## config.mk

```make
export PLATFORM = sky130hd
export DESIGN_NAME = pdl_top
export DESIGN_NICKNAME = d
export VERILOG_FILES = /design/src/common/pdl_pkg.sv /design/src/common/pdl_div_if.sv /design/src/rtl/pdl_sync.sv /design/src/rtl/pdl_divider.sv /design/src/rtl/pdl_top.sv
export SDC_FILE = /design/constraint.sdc
export NUM_CORES = 1
export LEC_CHECK = 0
export BUFFER_PORTS_ARGS = -buffer_cell sky130_fd_sc_hd__buf_2
export CAP_MARGIN = 10
export CORE_MARGIN = 2
export CORE_UTILIZATION = 48
export CTS_CLUSTER_SIZE = 14
export DETAILED_ROUTE_END_ITERATION = 16
export PLACE_DENSITY = 0.78
export SYNTH_ARGS = -nofsm -noshare
export SYNTH_HDL_FRONTEND = slang
export SYNTH_SLANG_ARGS = --single-unit
```

## constraint.sdc

```tcl
create_clock -name clock -period 9.3 [get_ports clock]
set_input_delay 0.465 -clock clock [delete_from_list [all_inputs] [get_ports clock]]
set_output_delay 0.465 -clock clock [all_outputs]
set_load 0.005 [all_outputs]
```

## src/common/pdl_pkg.sv

```systemverilog
package pdl_pkg;
  // Timing
  localparam int CLK_PERIOD_NS = 20;
  localparam int PHASE_WIN_NS = 100;
  localparam int PHASE_WIN_CYC = (PHASE_WIN_NS / CLK_PERIOD_NS < 1) ? 1 :
                                 PHASE_WIN_NS / CLK_PERIOD_NS;
  localparam int REF_TIMEOUT_NS = 10000;
  localparam int REF_TIMEOUT_CYC = (REF_TIMEOUT_NS / CLK_PERIOD_NS < 1) ? 1 :
                                   REF_TIMEOUT_NS / CLK_PERIOD_NS;
  localparam int LRST_MIN_NS = 20;
  localparam int LRST_MIN_CYC = (LRST_MIN_NS + CLK_PERIOD_NS - 1) / CLK_PERIOD_NS < 1 ? 1 :
                                (LRST_MIN_NS + CLK_PERIOD_NS - 1) / CLK_PERIOD_NS;
  // Widths
  localparam int RATIO_W = 7;
  localparam int QUAL_W = 9;
  localparam int CNT_W = 10;
  localparam int NUM_VDIV = 5;
  localparam logic [RATIO_W-1:0] RATIO_ONE = 7'h01;
  // Ratio, qualification count and feedback select limits
  localparam logic [QUAL_W-1:0] PRE_MIN = 9'h001;
  localparam logic [QUAL_W-1:0] PRE_MAX = 9'h028;
  localparam logic [QUAL_W-1:0] VDIV_MIN = 9'h002;
  localparam logic [QUAL_W-1:0] VDIV_MAX = 9'h050;
  localparam logic [QUAL_W-1:0] QUAL_MIN = 9'h010;
  localparam logic [QUAL_W-1:0] QUAL_MAX = 9'h100;
  localparam logic [2:0] FBSEL_MAX = 3'h4;
  // Register byte offsets
  localparam logic [7:0] ADDR_CTRL = 8'h00;
  localparam logic [7:0] ADDR_M_RATIO = 8'h04;
  localparam logic [7:0] ADDR_N_RATIO = 8'h08;
  localparam logic [7:0] ADDR_QUAL = 8'h0C;
  localparam logic [7:0] ADDR_V_BASE = 8'h10;
  localparam logic [7:0] ADDR_STATUS = 8'h24;
  localparam logic [7:0] ADDR_IRQ_STAT = 8'h28;
  localparam logic [7:0] ADDR_IRQ_MASK = 8'h2C;
  // Control, status and interrupt bit fields
  localparam int CTRL_FREQ_BIT = 0;
  localparam int CTRL_MBYP_BIT = 1;
  localparam int CTRL_NBYP_BIT = 2;
  localparam int CTRL_PBYP_BIT = 3;
  localparam int CTRL_FBSEL_LSB = 4;
  localparam int STAT_QCNT_LSB = 16;
  localparam int IRQ_GAIN_BIT = 0;
  localparam int IRQ_LOSS_BIT = 1;
  // Reset values
  localparam logic [6:0] CTRL_RESET = 7'h00;
  localparam logic [RATIO_W-1:0] PRE_RESET = 7'h01;
  localparam logic [RATIO_W-1:0] VDIV_RESET = 7'h02;
  localparam logic [QUAL_W-1:0] QUAL_RESET = 9'h010;
  localparam logic [1:0] IRQ_RESET = 2'h0;
endpackage

```

## src/common/pdl_div_if.sv

```systemverilog
`timescale 1ns/1ps
`default_nettype none
interface pdl_div_if;
  logic clear;
  logic event_in;
  logic [pdl_pkg::RATIO_W-1:0] ratio;
  logic level;
  logic tick;
  logic rise;
  modport drv (output clear, output event_in, output ratio, input level, input tick, input rise);
  modport div (input clear, input event_in, input ratio, output level, output tick, output rise);
endinterface
`default_nettype wire

```

## src/rtl/pdl_sync.sv

```systemverilog
`timescale 1ns/1ps
`default_nettype none
module pdl_sync #(
  parameter int WIDTH = 1
) (
  // Clock and reset
  input wire logic clock,
  input wire logic rst_n,
  // Asynchronous levels and their synchronous copies
  input wire logic [WIDTH-1:0] async_in,
  output logic [WIDTH-1:0] sync_out
);
  logic [WIDTH-1:0] meta;

  // First stage feeds only the second stage
  always_ff @(posedge clock or negedge rst_n) begin
    if (!rst_n) begin
      meta <= '0;
      sync_out <= '0;
    end else begin
      meta <= async_in;
      sync_out <= meta;
    end
  end
endmodule
`default_nettype wire

```

## src/rtl/pdl_divider.sv

```systemverilog
`timescale 1ns/1ps
`default_nettype none
module pdl_divider (
  // Clock and reset
  input wire logic clock,
  input wire logic rst_n,
  // Divider bundle
  pdl_div_if.div dv
);
  logic [pdl_pkg::RATIO_W-1:0] count;
  logic [pdl_pkg::RATIO_W-1:0] next_count;

  assign next_count = count + pdl_pkg::RATIO_ONE;

  // Toggle every ratio events: counting both input edges gives a square wave
  always_ff @(posedge clock or negedge rst_n) begin
    if (!rst_n) begin
      count <= '0;
      dv.level <= 1'b0;
      dv.tick <= 1'b0;
      dv.rise <= 1'b0;
    end else if (dv.clear) begin
      count <= '0;
      dv.level <= 1'b0;
      dv.tick <= 1'b0;
      dv.rise <= 1'b0;
    end else begin
      dv.tick <= 1'b0;
      dv.rise <= 1'b0;
      if (dv.event_in) begin
        if (next_count >= dv.ratio) begin
          count <= '0;
          dv.level <= ~dv.level;
          dv.tick <= 1'b1;
          dv.rise <= ~dv.level;
        end else begin
          count <= next_count;
        end
      end
    end
  end
endmodule
`default_nettype wire

```

## src/rtl/pdl_top.sv

```systemverilog
`timescale 1ns/1ps
`default_nettype none
module pdl_top (
  // Clock and reset
  input wire logic clock,
  input wire logic reset_n,
  // Pins
  input wire logic logic_reset_n,
  input wire logic ref_clk_in,
  input wire logic vco_clk_in,
  // Register port
  input wire logic [7:0] addr,
  input wire logic [31:0] wdata,
  input wire logic wr,
  input wire logic rd,
  output logic [31:0] rdata,
  // Clock outputs and loop control
  output logic [pdl_pkg::NUM_VDIV-1:0] out_clk,
  output logic pfd_up,
  output logic pfd_dn,
  output logic lock_n,
  output logic irq
);
  localparam int WIN = pdl_pkg::PHASE_WIN_CYC;
  localparam int LRST_CYC = pdl_pkg::LRST_MIN_CYC;

  function automatic logic [pdl_pkg::QUAL_W-1:0] clamp(input logic [31:0] val,
      input logic [pdl_pkg::QUAL_W-1:0] lo, input logic [pdl_pkg::QUAL_W-1:0] hi);
    logic [pdl_pkg::QUAL_W-1:0] res;
    res = lo;
    if (val > {23'h000000, hi}) res = hi;
    else if (val > {23'h000000, lo}) res = val[pdl_pkg::QUAL_W-1:0];
    return res;
  endfunction

  logic [1:0] rst_pipe;
  logic rst_n;
  logic [2:0] pin_sync;
  logic ref_s, vco_s, lrst_pin_n;
  logic ref_d, vco_d;
  logic ref_edge, vco_edge;
  logic [1:0] lrst_cnt;
  logic lrst;
  logic [6:0] ctrl;
  logic freq_mode, m_byp, n_byp, pll_byp;
  logic [2:0] fb_sel;
  logic [pdl_pkg::RATIO_W-1:0] m_ratio, n_ratio;
  logic [pdl_pkg::RATIO_W-1:0] v_ratio [pdl_pkg::NUM_VDIV];
  logic [pdl_pkg::QUAL_W-1:0] qual;
  logic [pdl_pkg::NUM_VDIV-1:0] v_tick, v_rise;
  logic m_edge, m_rise, fb_edge, fb_rise, pfd_ref, pfd_fbk;
  logic [1:0] irq_stat, irq_mask;
  logic wr_ctrl, wr_irq;

  // Reset release through two flops
  always_ff @(posedge clock or negedge reset_n) begin
    if (!reset_n) rst_pipe <= 2'h0;
    else rst_pipe <= {rst_pipe[0], 1'b1};
  end
  assign rst_n = rst_pipe[1];

  pdl_sync #(.WIDTH(3)) u_pin_sync (
    .clock(clock),
    .rst_n(rst_n),
    .async_in({logic_reset_n, vco_clk_in, ref_clk_in}),
    .sync_out(pin_sync)
  );
  assign ref_s = pin_sync[0];
  assign vco_s = pin_sync[1];
  assign lrst_pin_n = pin_sync[2];

  // Only transitions matter, so any duty cycle works
  always_ff @(posedge clock or negedge rst_n) begin
    if (!rst_n) begin
      ref_d <= 1'b0;
      vco_d <= 1'b0;
    end else begin
      ref_d <= ref_s;
      vco_d <= vco_s;
    end
  end
  assign ref_edge = ref_s ^ ref_d;
  assign vco_edge = vco_s ^ vco_d;

  // Logic reset stretched to the minimum width; configuration survives it
  always_ff @(posedge clock or negedge rst_n) begin
    if (!rst_n) lrst_cnt <= 2'h0;
    else if (!lrst_pin_n) lrst_cnt <= 2'(LRST_CYC);
    else if (lrst_cnt != 2'h0) lrst_cnt <= lrst_cnt - 2'h1;
  end
  assign lrst = !lrst_pin_n || (lrst_cnt != 2'h0);

  // Register writes
  assign wr_ctrl = wr && (addr == pdl_pkg::ADDR_CTRL);
  assign wr_irq = wr && (addr == pdl_pkg::ADDR_IRQ_STAT);

  always_ff @(posedge clock or negedge rst_n) begin
    if (!rst_n) ctrl <= pdl_pkg::CTRL_RESET;
    else if (wr_ctrl) begin
      ctrl[3:0] <= wdata[3:0];
      ctrl[6:4] <= (wdata[6:4] > pdl_pkg::FBSEL_MAX) ? pdl_pkg::FBSEL_MAX : wdata[6:4];
    end
  end
  assign freq_mode = ctrl[pdl_pkg::CTRL_FREQ_BIT];
  assign m_byp = ctrl[pdl_pkg::CTRL_MBYP_BIT];
  assign n_byp = ctrl[pdl_pkg::CTRL_NBYP_BIT];
  assign pll_byp = ctrl[pdl_pkg::CTRL_PBYP_BIT];
  assign fb_sel = ctrl[pdl_pkg::CTRL_FBSEL_LSB +: 3];

  // Out-of-range ratios are clamped rather than refused
  always_ff @(posedge clock or negedge rst_n) begin
    if (!rst_n) begin
      m_ratio <= pdl_pkg::PRE_RESET;
      n_ratio <= pdl_pkg::PRE_RESET;
    end else if (wr && addr == pdl_pkg::ADDR_M_RATIO) begin
      m_ratio <= 7'(clamp(wdata, pdl_pkg::PRE_MIN, pdl_pkg::PRE_MAX));
    end else if (wr && addr == pdl_pkg::ADDR_N_RATIO) begin
      n_ratio <= 7'(clamp(wdata, pdl_pkg::PRE_MIN, pdl_pkg::PRE_MAX));
    end
  end

  always_ff @(posedge clock or negedge rst_n) begin
    if (!rst_n) qual <= pdl_pkg::QUAL_RESET;
    else if (wr && addr == pdl_pkg::ADDR_QUAL) begin
      qual <= clamp(wdata, pdl_pkg::QUAL_MIN, pdl_pkg::QUAL_MAX);
    end
  end

  // Output dividers and their feedback selection
  pdl_div_if m_if ();
  pdl_div_if n_if ();

  genvar k;
  for (k = 0; k < pdl_pkg::NUM_VDIV; k++) begin : g_vdiv
    pdl_div_if v_if ();
    logic [7:0] v_addr;
    logic [pdl_pkg::QUAL_W-1:0] v_clamp;
    assign v_addr = pdl_pkg::ADDR_V_BASE + 8'(4 * k);
    assign v_clamp = clamp(wdata, pdl_pkg::VDIV_MIN, pdl_pkg::VDIV_MAX);
    // Odd values rounded down so each divider stays even
    always_ff @(posedge clock or negedge rst_n) begin
      if (!rst_n) v_ratio[k] <= pdl_pkg::VDIV_RESET;
      else if (wr && addr == v_addr) begin
        v_ratio[k] <= {v_clamp[6:1], 1'b0};
      end
    end
    assign v_if.clear = lrst;
    // Bypass halves the ratio and counts both prescaler edges instead of the VCO
    assign v_if.event_in = pll_byp ? m_edge : vco_edge;
    assign v_if.ratio = pll_byp ? {1'b0, v_ratio[k][6:1]} : v_ratio[k];
    assign v_tick[k] = v_if.tick;
    assign v_rise[k] = v_if.rise;
    assign out_clk[k] = v_if.level;
    pdl_divider u_vdiv (
      .clock(clock),
      .rst_n(rst_n),
      .dv(v_if)
    );
  end

  // Input prescaler, or the raw reference when bypassed
  assign m_if.clear = lrst || m_byp;
  assign m_if.event_in = ref_edge;
  assign m_if.ratio = m_ratio;
  pdl_divider u_mdiv (
    .clock(clock),
    .rst_n(rst_n),
    .dv(m_if)
  );
  assign m_edge = m_byp ? ref_edge : m_if.tick;
  assign m_rise = m_byp ? (ref_s && !ref_d) : m_if.rise;

  // Feedback prescaler on the selected divider
  assign fb_edge = v_tick[fb_sel];
  assign fb_rise = v_rise[fb_sel];
  assign n_if.clear = lrst || n_byp;
  assign n_if.event_in = fb_edge;
  assign n_if.ratio = n_ratio;
  pdl_divider u_ndiv (
    .clock(clock),
    .rst_n(rst_n),
    .dv(n_if)
  );
  assign pfd_ref = m_rise;
  assign pfd_fbk = n_byp ? fb_rise : n_if.rise;

  // Charge pump pulses: both set means both clear
  always_ff @(posedge clock or negedge rst_n) begin
    if (!rst_n) begin
      pfd_up <= 1'b0;
      pfd_dn <= 1'b0;
    end else if (lrst || pll_byp) begin
      pfd_up <= 1'b0;
      pfd_dn <= 1'b0;
    end else if ((pfd_up || pfd_ref) && (pfd_dn || pfd_fbk)) begin
      pfd_up <= 1'b0;
      pfd_dn <= 1'b0;
    end else begin
      pfd_up <= pfd_up || pfd_ref;
      pfd_dn <= pfd_dn || pfd_fbk;
    end
  end

  // Lock detector
  logic [pdl_pkg::CNT_W-1:0] since_ref, since_fbk;
  logic [1:0] fbk_cnt;
  logic pend, locked, locked_d;
  logic [pdl_pkg::QUAL_W-1:0] qcnt;
  logic good, bad, det_en, timeout;
  logic ph_good, ph_bad, fr_good, fr_bad;

  assign det_en = !pll_byp && !lrst;
  assign timeout = since_ref >= 10'(pdl_pkg::REF_TIMEOUT_CYC);

  always_ff @(posedge clock or negedge rst_n) begin
    if (!rst_n) begin
      since_ref <= '1;
      since_fbk <= '1;
      fbk_cnt <= 2'h0;
    end else if (!det_en) begin
      since_ref <= '1;
      since_fbk <= '1;
      fbk_cnt <= 2'h0;
    end else begin
      if (pfd_ref) since_ref <= '0;
      else if (since_ref != '1) since_ref <= since_ref + 10'h001;
      if (pfd_fbk) since_fbk <= '0;
      else if (since_fbk != '1) since_fbk <= since_fbk + 10'h001;
      if (pfd_ref) fbk_cnt <= 2'h0;
      else if (pfd_fbk && fbk_cnt != 2'h3) fbk_cnt <= fbk_cnt + 2'h1;
    end
  end

  // Phase judgement: feedback edge within the window around the reference edge
  always_ff @(posedge clock or negedge rst_n) begin
    if (!rst_n) pend <= 1'b0;
    else if (!det_en) pend <= 1'b0;
    else if (pfd_ref) pend <= !(pfd_fbk || since_fbk <= 10'(WIN));
    else if (pend && (pfd_fbk || since_ref >= 10'(WIN))) pend <= 1'b0;
  end
  assign ph_good = (pfd_ref && (pfd_fbk || since_fbk <= 10'(WIN))) ||
                   (pend && !pfd_ref && pfd_fbk);
  assign ph_bad = pend && !pfd_ref && !pfd_fbk && since_ref >= 10'(WIN);
  // Frequency judgement: exactly one feedback edge per reference period
  assign fr_good = pfd_ref && (fbk_cnt + 2'(pfd_fbk) == 2'h1);
  assign fr_bad = pfd_ref && !fr_good;
  assign good = freq_mode ? fr_good : ph_good;
  assign bad = (freq_mode ? fr_bad : ph_bad) || timeout;

  always_ff @(posedge clock or negedge rst_n) begin
    if (!rst_n) begin
      locked <= 1'b0;
      qcnt <= '0;
    end else if (!det_en || bad) begin
      locked <= 1'b0;
      qcnt <= '0;
    end else if (good) begin
      if (!freq_mode) locked <= 1'b1;
      else if (qcnt + 9'h001 >= qual) begin
        locked <= 1'b1;
        qcnt <= qual;
      end else qcnt <= qcnt + 9'h001;
    end
  end
  assign lock_n = !locked;

  // Interrupts: set beats a same-cycle clear
  always_ff @(posedge clock or negedge rst_n) begin
    if (!rst_n) locked_d <= 1'b0;
    else locked_d <= locked;
  end
  always_ff @(posedge clock or negedge rst_n) begin
    if (!rst_n) irq_stat <= pdl_pkg::IRQ_RESET;
    else irq_stat <= (irq_stat & ~(wr_irq ? wdata[1:0] : 2'h0)) |
                     {locked_d && !locked, locked && !locked_d};
  end
  always_ff @(posedge clock or negedge rst_n) begin
    if (!rst_n) irq_mask <= pdl_pkg::IRQ_RESET;
    else if (wr && addr == pdl_pkg::ADDR_IRQ_MASK) irq_mask <= wdata[1:0];
  end
  assign irq = |(irq_stat & irq_mask);

  // Read data for one cycle only; unmapped reads give zero
  always_ff @(posedge clock or negedge rst_n) begin
    if (!rst_n) rdata <= 32'h00000000;
    else if (!rd) rdata <= 32'h00000000;
    else begin
      case (addr)
        pdl_pkg::ADDR_CTRL: rdata <= {25'h0000000, ctrl};
        pdl_pkg::ADDR_M_RATIO: rdata <= {25'h0000000, m_ratio};
        pdl_pkg::ADDR_N_RATIO: rdata <= {25'h0000000, n_ratio};
        pdl_pkg::ADDR_QUAL: rdata <= {23'h000000, qual};
        8'h10: rdata <= {25'h0000000, v_ratio[0]};
        8'h14: rdata <= {25'h0000000, v_ratio[1]};
        8'h18: rdata <= {25'h0000000, v_ratio[2]};
        8'h1C: rdata <= {25'h0000000, v_ratio[3]};
        8'h20: rdata <= {25'h0000000, v_ratio[4]};
        pdl_pkg::ADDR_STATUS: rdata <= {7'h00, qcnt, 13'h0000, pfd_dn, pfd_up, locked};
        pdl_pkg::ADDR_IRQ_STAT: rdata <= {30'h00000000, irq_stat};
        pdl_pkg::ADDR_IRQ_MASK: rdata <= {30'h00000000, irq_mask};
        default: rdata <= 32'h00000000;
      endcase
    end
  end
endmodule
`default_nettype wire

```

==> metrics, run 1 <==
WS Path Type reg2reg; R2R cell count 11; wire length on met3 2240 µm; Worst R2R End qcnt[6]; largest net degree at the start of global routing 82; Crit. End Element flop; top cells by area, synth dfrtp_1 (38%), ha_1 (8.5%), dfstp_2 (6.5%); CP max FO 23; Met2 Wirelength 12600 µm; Die Area 24800 µm²; Worst IR Drop VDD 0.000145 V; period utilisation layout 0.375; Slew Viols, Final 0; dominant delay contributor by cell family on the critical path simple AND/OR/NAND/NOR gates; Worst-path clk slew 80 ps; Initial Util 0.485; worst path bufs/invs 0; area leader, netlist dfrtp_1; R2R setup slack 5810 ps; remaining global-route overflow 0; Die W 158 µm; CP max-delay cell or4_1; Routed WL per cell 17.4 µm; Post-synth EDFFs 0; total number of vias 9102; area share of the largest cell type after synthesis 0.378; number of fill cells 2072; worst setup margin 5810 ps; Iteration-0 DRC Markers 827; area delta synth->final 10.1%; HPWL Detailed 19800 µm; CTS HTree Levels 4; Chip Height 158 µm; Fmax achieved 287 MHz; Synth Area in XOR/XNOR 0.0565; Hold Path Depth 1; worst path required time 9670 ps; Avg Vias per Cell 5.82; crit-path cells ha_1 -> nand3_1 -> nor3_1 -> xor2_1 -> ha_1 -> nand2_1 -> nor2_1 -> a211oi_1 -> nand3_1 -> or4_1 -> a31oi_1; share of cells above drive strength 1 0.137; Slew headroom 0.313; Data arrival, critical path 3860 ps; pre-CTS WS 5880 ps; port bufs 73; critical path startpoint category flop; multiplexer area fraction after synthesis 0.0471; Final nets 1352; Final GP Congestion 0.952; post-synthesis register bit count 199; routed length on met1 11700 µm; complex-gate fraction of the synthesized area 0.153; Post-CTS Resized 0; MaxCap Viol Count 0; leakage 5.51 nW; global-route wire length before repair 44000 µm; post-synthesis adder-cell area fraction 0.0851; Cell Rows 56; CTS Buffer Depth 2; Post-Route Setup TNS 0 ps; Hold Path End u_pin_sync.meta[0]; Clock Tree Root clkbuf_16; DRT Wirelength 27200 µm; unique cell type count in the Yosys netlist 66; DR DRC count 0; outcome complete, no violations; CTS tree yes; crit-path max cell delay 630 ps; worst slew pin tran 1020 ps; Max Used Layer met5; top-level I/O count 88; Post-Syn Area 11300 µm²; RSZ-0062 raised after global routing false; number of global-route vias before repair 8523; Pre-antenna DRT Iters 6; setup violators final 0; pwr dens 201 nW/µm²; TritonCTS Buffers 17; Final Hold Violating Endpoints 0; Async S/R FF share, synth 1.00; Num Clock Sinks 199; Most used DFF post-synth dfrtp_1; core area 23300 µm²; Post-Route Skew 12.1 ps; register area share after synthesis 0.443; post-route minimum period 3490 ps; Hold Crit Start ref_clk_in; worst reg2reg startpoint qcnt[0]; antenna viol nets, final 0; aggregate global-route resource usage 0.226; post-synthesis simple-gate area fraction 0.174; main combinational cell family by area after synthesis simple AND/OR/NAND/NOR gates; initial antenna violation count 5; Hold Path Class in2reg; Mean Syn Cell Area 9.60 µm²; Mapped Cells 1179; worst skew pair latency 450 ps; synth warn 0
## registers in the layout (all words and copies together), names as in the netlist, 5 cells and up
signal / count
v_ratio: 30
ctrl: 7
since_ref: 10
u_ndiv.count: 7
u_mdiv.count: 7
rdata: 18
g_vdiv.u_vdiv.dv.level: 5
qual: 9
g_vdiv.u_vdiv.dv.tick: 5
n_if.ratio: 7
m_if.ratio: 7
qcnt: 9
g_vdiv.u_vdiv.dv.rise: 5
since_fbk: 10
g_vdiv.u_vdiv.count: 35
## cell usage in the layout, fill, tap and decap left out, types with 7 or more instances in the layout
master and instances:
nor3_1 15, and2_1 23, o21ai_0 124, inv_1 34, inv_6 8, nand2_1 144, buf_4 7, ha_1 77
buf_2 73, nand4_1 7, a32o_1 20, xnor2_1 38, a211oi_1 15, conb_1 15, nor4_1 20, and3_1 16
mux2_2 8, clkbuf_16 17, mux2i_1 39, a21o_1 11, dfstp_2 28, xor2_1 35, a22oi_1 9, dfrtp_1 169
a31oi_1 19, a21oi_1 35, nor2_1 77, nand2b_1 28, nand3_1 43
## cells by family after synthesis
family,after synthesis
AOI/OAI and AO/OA,274
DFF,199
other,2
buffers and inverters,99
and+or+nand+nor,405
muxes,50
xor gates and xnor gates,73
adders and majority gates,77
## power by group
| part | internal (W) | leakage [nW] | switching, W |
|---|---|---|---|
| Sequential | 0.000957 | 2.60 | 0.0000786 |
| Combinational | 0.000305 | 2.62 | 0.000417 |
| Clock | 0.000366 | 0.292 | 0.000388 |
| Total | 0.00163 | 5.51 | 0.000883 |
## worst max path at each step
stage                     start       to  slack, ps  cells past startpoint
finish                  qcnt[0]  qcnt[6]       5810                     11
floorplan           rst_pipe[1]  ctrl[0]       3390                      0
global route            ctrl[4]  qcnt[6]       5540                      9
CTS                     qcnt[0]  qcnt[6]       5870                     11
global placement        ctrl[4]  qcnt[6]       6070                      9
detailed placement      qcnt[0]  qcnt[6]       5880                     11
## cell usage after synthesis, types with 3 or more instances
master	instances
or3_1	6
and2_1	23
xor2_1	35
nor3_1	15
o22ai_1	5
inv_1	34
mux2_2	8
nand2b_1	28
mux2i_1	39
nand3_1	43
a32oi_1	3
a222oi_1	5
a21oi_1	35
clkbuf_1	25
nand4_1	7
a22oi_1	9
nand3b_1	5
nor4_1	20
and3_1	16
a31oi_1	19
a32o_1	20
nor2_1	77
buf_4	20
ha_1	77
or2_2	5
buf_2	14
nand2_1	144
o21ai_0	124
o21ai_1	3
dfrtp_1	171
a21o_1	11
xnor2_1	38
buf_1	4
nor2b_1	5
a22o_1	5
dfstp_2	28
a211oi_1	15
## what timing repair did
action | CTS | global route
endpoints found under the hold margin | 2 | 0
buffers inserted | 0 | 0
hold buffers | 1 | 0
## metal layers
layer | up-vias | GRT usage
met4 | 4 | 0.0792
met2 | 382 | 0.363
met1 | 4396 | 0.303
met5 | - | 0
li1 | 4266 | -
met3 | 54 | 0.0471
## through the flow
step | hold slack (ps) | total power [W] | area, µm² | cells | utilization
4_1_cts | 97.2 | 0.00251 | 12500 | 1560 | 0.534
5_1_grt | 106 | 0.00267 | 12500 | 1561 | 0.534
2_1_floorplan | 169 | 0.00161 | 11400 | 1192 | -
6_report | 117 | 0.00251 | 12500 | 1563 | 0.534
3_3_place_gp | 252 | 0.00174 | 11900 | 1527 | 0.508
3_5_place_dp | 253 | 0.00176 | 11900 | 1527 | 0.508
## final cells by class
cell class                 instances  area [µm²]  share of cell area
antenna                            3        7.51            0.000602
clock buffer                      17         425              0.0341
clock inverter                    15         169              0.0135
inverter                          35         131              0.0105
multi-input combinational        894        5890               0.472
sequential                       199        5020               0.403
tap                              319         399              0.0320
timing repair buffer              81         428              0.0343
Note: power is estimated with default switching activity, not from simulation.
==> run 2, diff against run 1 <==
PLACE_DENSITY = 0.81   (was 0.78)
clock period = 2.9 ns   (was 9.3 ns; I/O delays follow)
==> metrics, run 2 (synthesized netlist as in run 1, its figures left out) <==
Avg Vias per Cell 5.79; share of cells above drive strength 1 0.155; MaxCap Viol Count 0; CP max FO 22; commonest non-fill, non-tap cell in the layout dfrtp_1; Net Sw Frac 0.336; pre-CTS WS 150 ps; Initial Util 0.485; Switch Pwr 0.00273 W; dominant delay contributor by cell family on the critical path simple AND/OR/NAND/NOR gates; period utilisation layout 0.935; core area 23300 µm²; Clock Tree Root clkbuf_16; port bufs 73; Fmax achieved 369 MHz; Data arrival, critical path 3070 ps; largest net degree at the start of global routing 80; Routed WL per cell 17.5 µm; initial antenna violation count 4; CTS HTree Levels 4; number of fill cells 1985; outcome complete, no violations; antenna viol nets, final 0; remaining global-route overflow 0; worst path bufs/invs 1; Sequential Power Share 0.408; CP Depth 12; Die Area 24800 µm²; post-route minimum period 2710 ps; worst slew pin tran 1010 ps; pwr dens 637 nW/µm²; Int Pwr 0.00539 W; Post-Route Skew 9.70 ps; DRT Wirelength 27900 µm; aggregate global-route resource usage 0.230; Cell Rows 56; Chip Height 158 µm; max reg flops 35; Post-Route Setup TNS 0 ps; Hold Path Class in2async; setup violators final 0; WS Path Type reg2reg; multi-input logic area 5910 µm²; Iteration-0 DRC Markers 872; HPWL Detailed 20400 µm; area delta synth->final 12.5%; worst skew pair latency 440 ps; sequential standard cell area 5020 µm²; Clk pwr share 0.294; critical path startpoint category flop; most frequent cells in the layout dfrtp_1 (169), nand2_1 (144), o21ai_0 (122), nor2_1 (76), ha_1 (76); # Post-CTS Setup Buffers 0; CTS tree yes; worst path required time 3260 ps; CP max-delay cell dfrtp_1; top flop regs g_vdiv.u_vdiv.count: 35 flops, v_ratio: 30 flops, rdata: 18 flops; Worst IR Drop VDD 0.000581 V; Worst-path clk slew 70 ps; DR DRC count 0; Final GP Congestion 0.932; Final nets 1378; Final Hold Violating Endpoints 0; crit-path max cell delay 420 ps; worst setup margin 189 ps; Die W 158 µm; Crit. End Element flop; top-level I/O count 88; number of global-route vias before repair 8937; global-route wire length before repair 44800 µm; total number of vias 9211; CTS Buffer Depth 2; combinational share of power 0.298; Biggest register g_vdiv.u_vdiv.count; RSZ-0062 raised after global routing false; Pre-antenna DRT Iters 7; R2R cell count 12; TritonCTS Buffers 17; crit-path cells ha_2 -> nand3_2 -> nor3_2 -> xor2_1 -> ha_1 -> nand2_1 -> nor2_1 -> a211oi_1 -> nand3_1 -> buf_4 -> a211o_1 -> a21oi_1; leakage 5.65 nW; Num Clock Sinks 199; Slew headroom 0.318; Slew Viols, Final 0
[run 2: power by group through the flow]
stage | registers (W) | clock network [W] | logic [W]
after floorplan | 0.00331 | 0 | 0.00187
final | 0.00331 | 0.00239 | 0.00242
after CTS | 0.00330 | 0.00243 | 0.00240
after detailed placement | 0.00335 | 0 | 0.00237
after global routing | 0.00335 | 0.00253 | 0.00271
after global placement | 0.00334 | 0 | 0.00229
[run 2: routing by layer]
metal	GRT usage	routed length (µm)	share of wire
met1	0.294	11600	0.42
met2	0.372	13000	0.47
met3	0.0592	2340	0.084
met4	0.0965	929	0.033
met5	0	0	0
[run 2: through the flow]
step | util | cell area, µm² | hold WS, ps | total power [W] | cells
global placement | 0.517 | 12100 | -61.7 | 0.00563 | 1550
floorplan | - | 11400 | -151 | 0.00518 | 1192
CTS | 0.544 | 12700 | 8.32 | 0.00813 | 1586
global route | 0.546 | 12700 | 20.8 | 0.00858 | 1587
detailed placement | 0.517 | 12100 | -63.6 | 0.00572 | 1550
finish | 0.546 | 12700 | 11.4 | 0.00812 | 1590
[run 2: cell type report]
cell class | instances | share of cell area
repair buffers | 107 | 0.0525
inverters | 35 | 0.0103
diodes | 4 | 0.000786
well taps | 319 | 0.0313
clock inverters | 9 | 0.00570
multi-input cells | 894 | 0.464
clock buffers | 23 | 0.0410
flip-flops and latches | 199 | 0.394
[run 2: worst paths after layout]
path                              from            to  slack [ps]
max                            qcnt[1]       qcnt[7]         190
min                            reset_n   rst_pipe[0]          10
max reg2reg                    qcnt[1]       qcnt[7]         190
min reg2reg                rst_pipe[1]   lrst_cnt[1]         350
max in group asynchronous  rst_pipe[1]  since_ref[4]        1680
min in group clock            wdata[5]       ctrl[5]          50
[run 2: timing repair]
| item | 4_1_cts | 5_1_grt |
|---|---|---|
| hold endpoints to repair | 5 | 0 |
| endpoints found under the setup margin | 0 | 11 |
| resized for setup | 0 | 8 |
| hold buffers | 4 | 0 |
==> run 3, diff against run 2 <==
--- a/config.mk
+++ b/config.mk
@@ -14,2 +14,4 @@
 export PLACE_DENSITY = 0.81
+export REMOVE_ABC_BUFFERS = 1
+export SLEW_MARGIN = 25
 export SYNTH_ARGS = -nofsm -noshare
--- a/constraint.sdc
+++ b/constraint.sdc
@@ -3,2 +3,2 @@
 set_output_delay 0.145 -clock clock [all_outputs]
-set_load 0.005 [all_outputs]
+set_load 0.02 [all_outputs]
==> metrics, run 3 (synthesized netlist as in run 1, its figures left out) <==
Chip Height 158 µm; aggregate global-route resource usage 0.224; HPWL Detailed 20100 µm; number of fill cells 2026; DRT Wirelength 27300 µm; CTS tree yes; CP max-delay cell or4_1; Final Hold Violating Endpoints 0; Crit. End Element flop; crit-path max cell delay 420 ps; Die W 158 µm; top-level I/O count 88; total number of vias 9256; Hold Path Class in2async; period utilisation layout 0.935; area delta synth->final 12.8%; port bufs 73; CTS Buffer Depth 2; Fmax achieved 369 MHz; Cell Rows 56; largest net degree at the start of global routing 51; Worst IR Drop VDD 0.000506 V; number of global-route vias before repair 8940; initial antenna violation count 1; Slew headroom 0.411; DR DRC count 0; Post-Route Setup TNS 0 ps; PnR Total Power 0.00813 W; Post-Route Skew 10.6 ps; Biggest register g_vdiv.u_vdiv.count; max reg flops 35; TritonCTS Buffers 17; crit-path cells buf_4 -> nand3_1 -> or3_1 -> xnor2_1 -> ha_1 -> nand2_1 -> nor2_1 -> a211oi_2 -> nand3_2 -> or4_1 -> a31oi_1; Slew Viols, Final 0; MaxCap Viol Count 0; Worst-path clk slew 70 ps; Final nets 1383; Die Area 24800 µm²; Final GP Congestion 0.982; remaining global-route overflow 0; CTS HTree Levels 4; worst path required time 3270 ps; CP max FO 7; outcome complete, no violations; setup violators final 0; Avg Vias per Cell 5.81; pwr dens 637 nW/µm²; critical path startpoint category flop; WS Path Type reg2reg; worst slew pin tran 874 ps; most frequent cells in the layout dfrtp_1 (169), nand2_1 (144), o21ai_0 (124), nor2_1 (76), ha_1 (75); leakage 5.66 nW; commonest non-fill, non-tap cell in the layout dfrtp_1; global-route wire length before repair 43800 µm; Iteration-0 DRC Markers 812; top flop regs g_vdiv.u_vdiv.count: 35 flops, v_ratio: 30 flops, rdata: 18 flops; Initial Util 0.485; Routed WL per cell 17.2 µm; Num Clock Sinks 199; Data arrival, critical path 3080 ps; antenna viol nets, final 0; Pre-antenna DRT Iters 6; Clock Tree Root clkbuf_16; share of cells above drive strength 1 0.156; core area 23300 µm²; worst skew pair latency 440 ps; post-route minimum period 2710 ps
run 3: routing by layer:
metal  GRT usage  up-vias  wire (µm)
li1            -     4333          -
met1       0.283     4462      11400
met2       0.371      380      13000
met3      0.0507       81       1960
met4      0.0887        0        990
met5           0        -          0
run 3: area by class of cell:
cell class | instances | area, µm² | area share
Antenna cell | 1 | 2.50 | 0.000196
Sequential cell | 199 | 5020 | 0.393
Clock inverter | 8 | 124 | 0.00970
Multi-Input combinational cell | 894 | 5920 | 0.464
Inverter | 35 | 131 | 0.0103
Timing Repair Buffer | 112 | 712 | 0.0557
Tap cell | 319 | 399 | 0.0313
Clock buffer | 24 | 462 | 0.0362
run 3: where the power goes:
part	switching (W)	internal, W	total [W]	leakage [nW]
registers	0.000241	0.00307	0.00331	2.60
clock network	0.00102	0.00138	0.00240	0.278
logic	0.00139	0.00102	0.00242	2.79
total	0.00266	0.00548	0.00813	5.66
run 3: stage by stage:
step	setup slack [ps]	hold slack (ps)	cell area, µm²	cells	utilization
global placement	144	-69.5	12100	1552	0.518
floorplan	-3010	-151	11000	1128	-
CTS	17.7	13.3	12700	1589	0.545
finish	187	16.7	12800	1592	0.547
detailed placement	-9.56	-66.3	12100	1552	0.518
global route	-84.5	25.0	12800	1592	0.547
run 3: worst max-delay path: cells and delay by family, from the launching register on:
kind	cells	cell delay (ps)
simple gates	6	1270
flops	1	410
compound gates	2	350
fa+ha+maj	1	270
xor+xnor	1	200
buf+inv	1	130
run 3: repair_timing:
action	4_1_cts	5_1_grt
buffers inserted	0	2
hold buffers	5	0
setup endpoints to repair	6	11
hold endpoints to repair	6	0
pin swaps	1	3
resized for setup	1	9
run 3: final timing paths:
path                                          from                   endpoint  slack, ps  cells past startpoint
worst max-delay path                       qcnt[1]                    qcnt[6]        190                     11
worst min-delay path                       reset_n                rst_pipe[1]         20                      2
worst max register to register             qcnt[1]                    qcnt[6]        190                     11
worst min register to register  u_pin_sync.meta[2]     u_pin_sync.sync_out[2]        350                      0
max in group asynchronous              rst_pipe[1]  g_vdiv[0].u_vdiv.count[1]       1710                      1
min in group clock                        wdata[2]                    qual[2]         50                      3
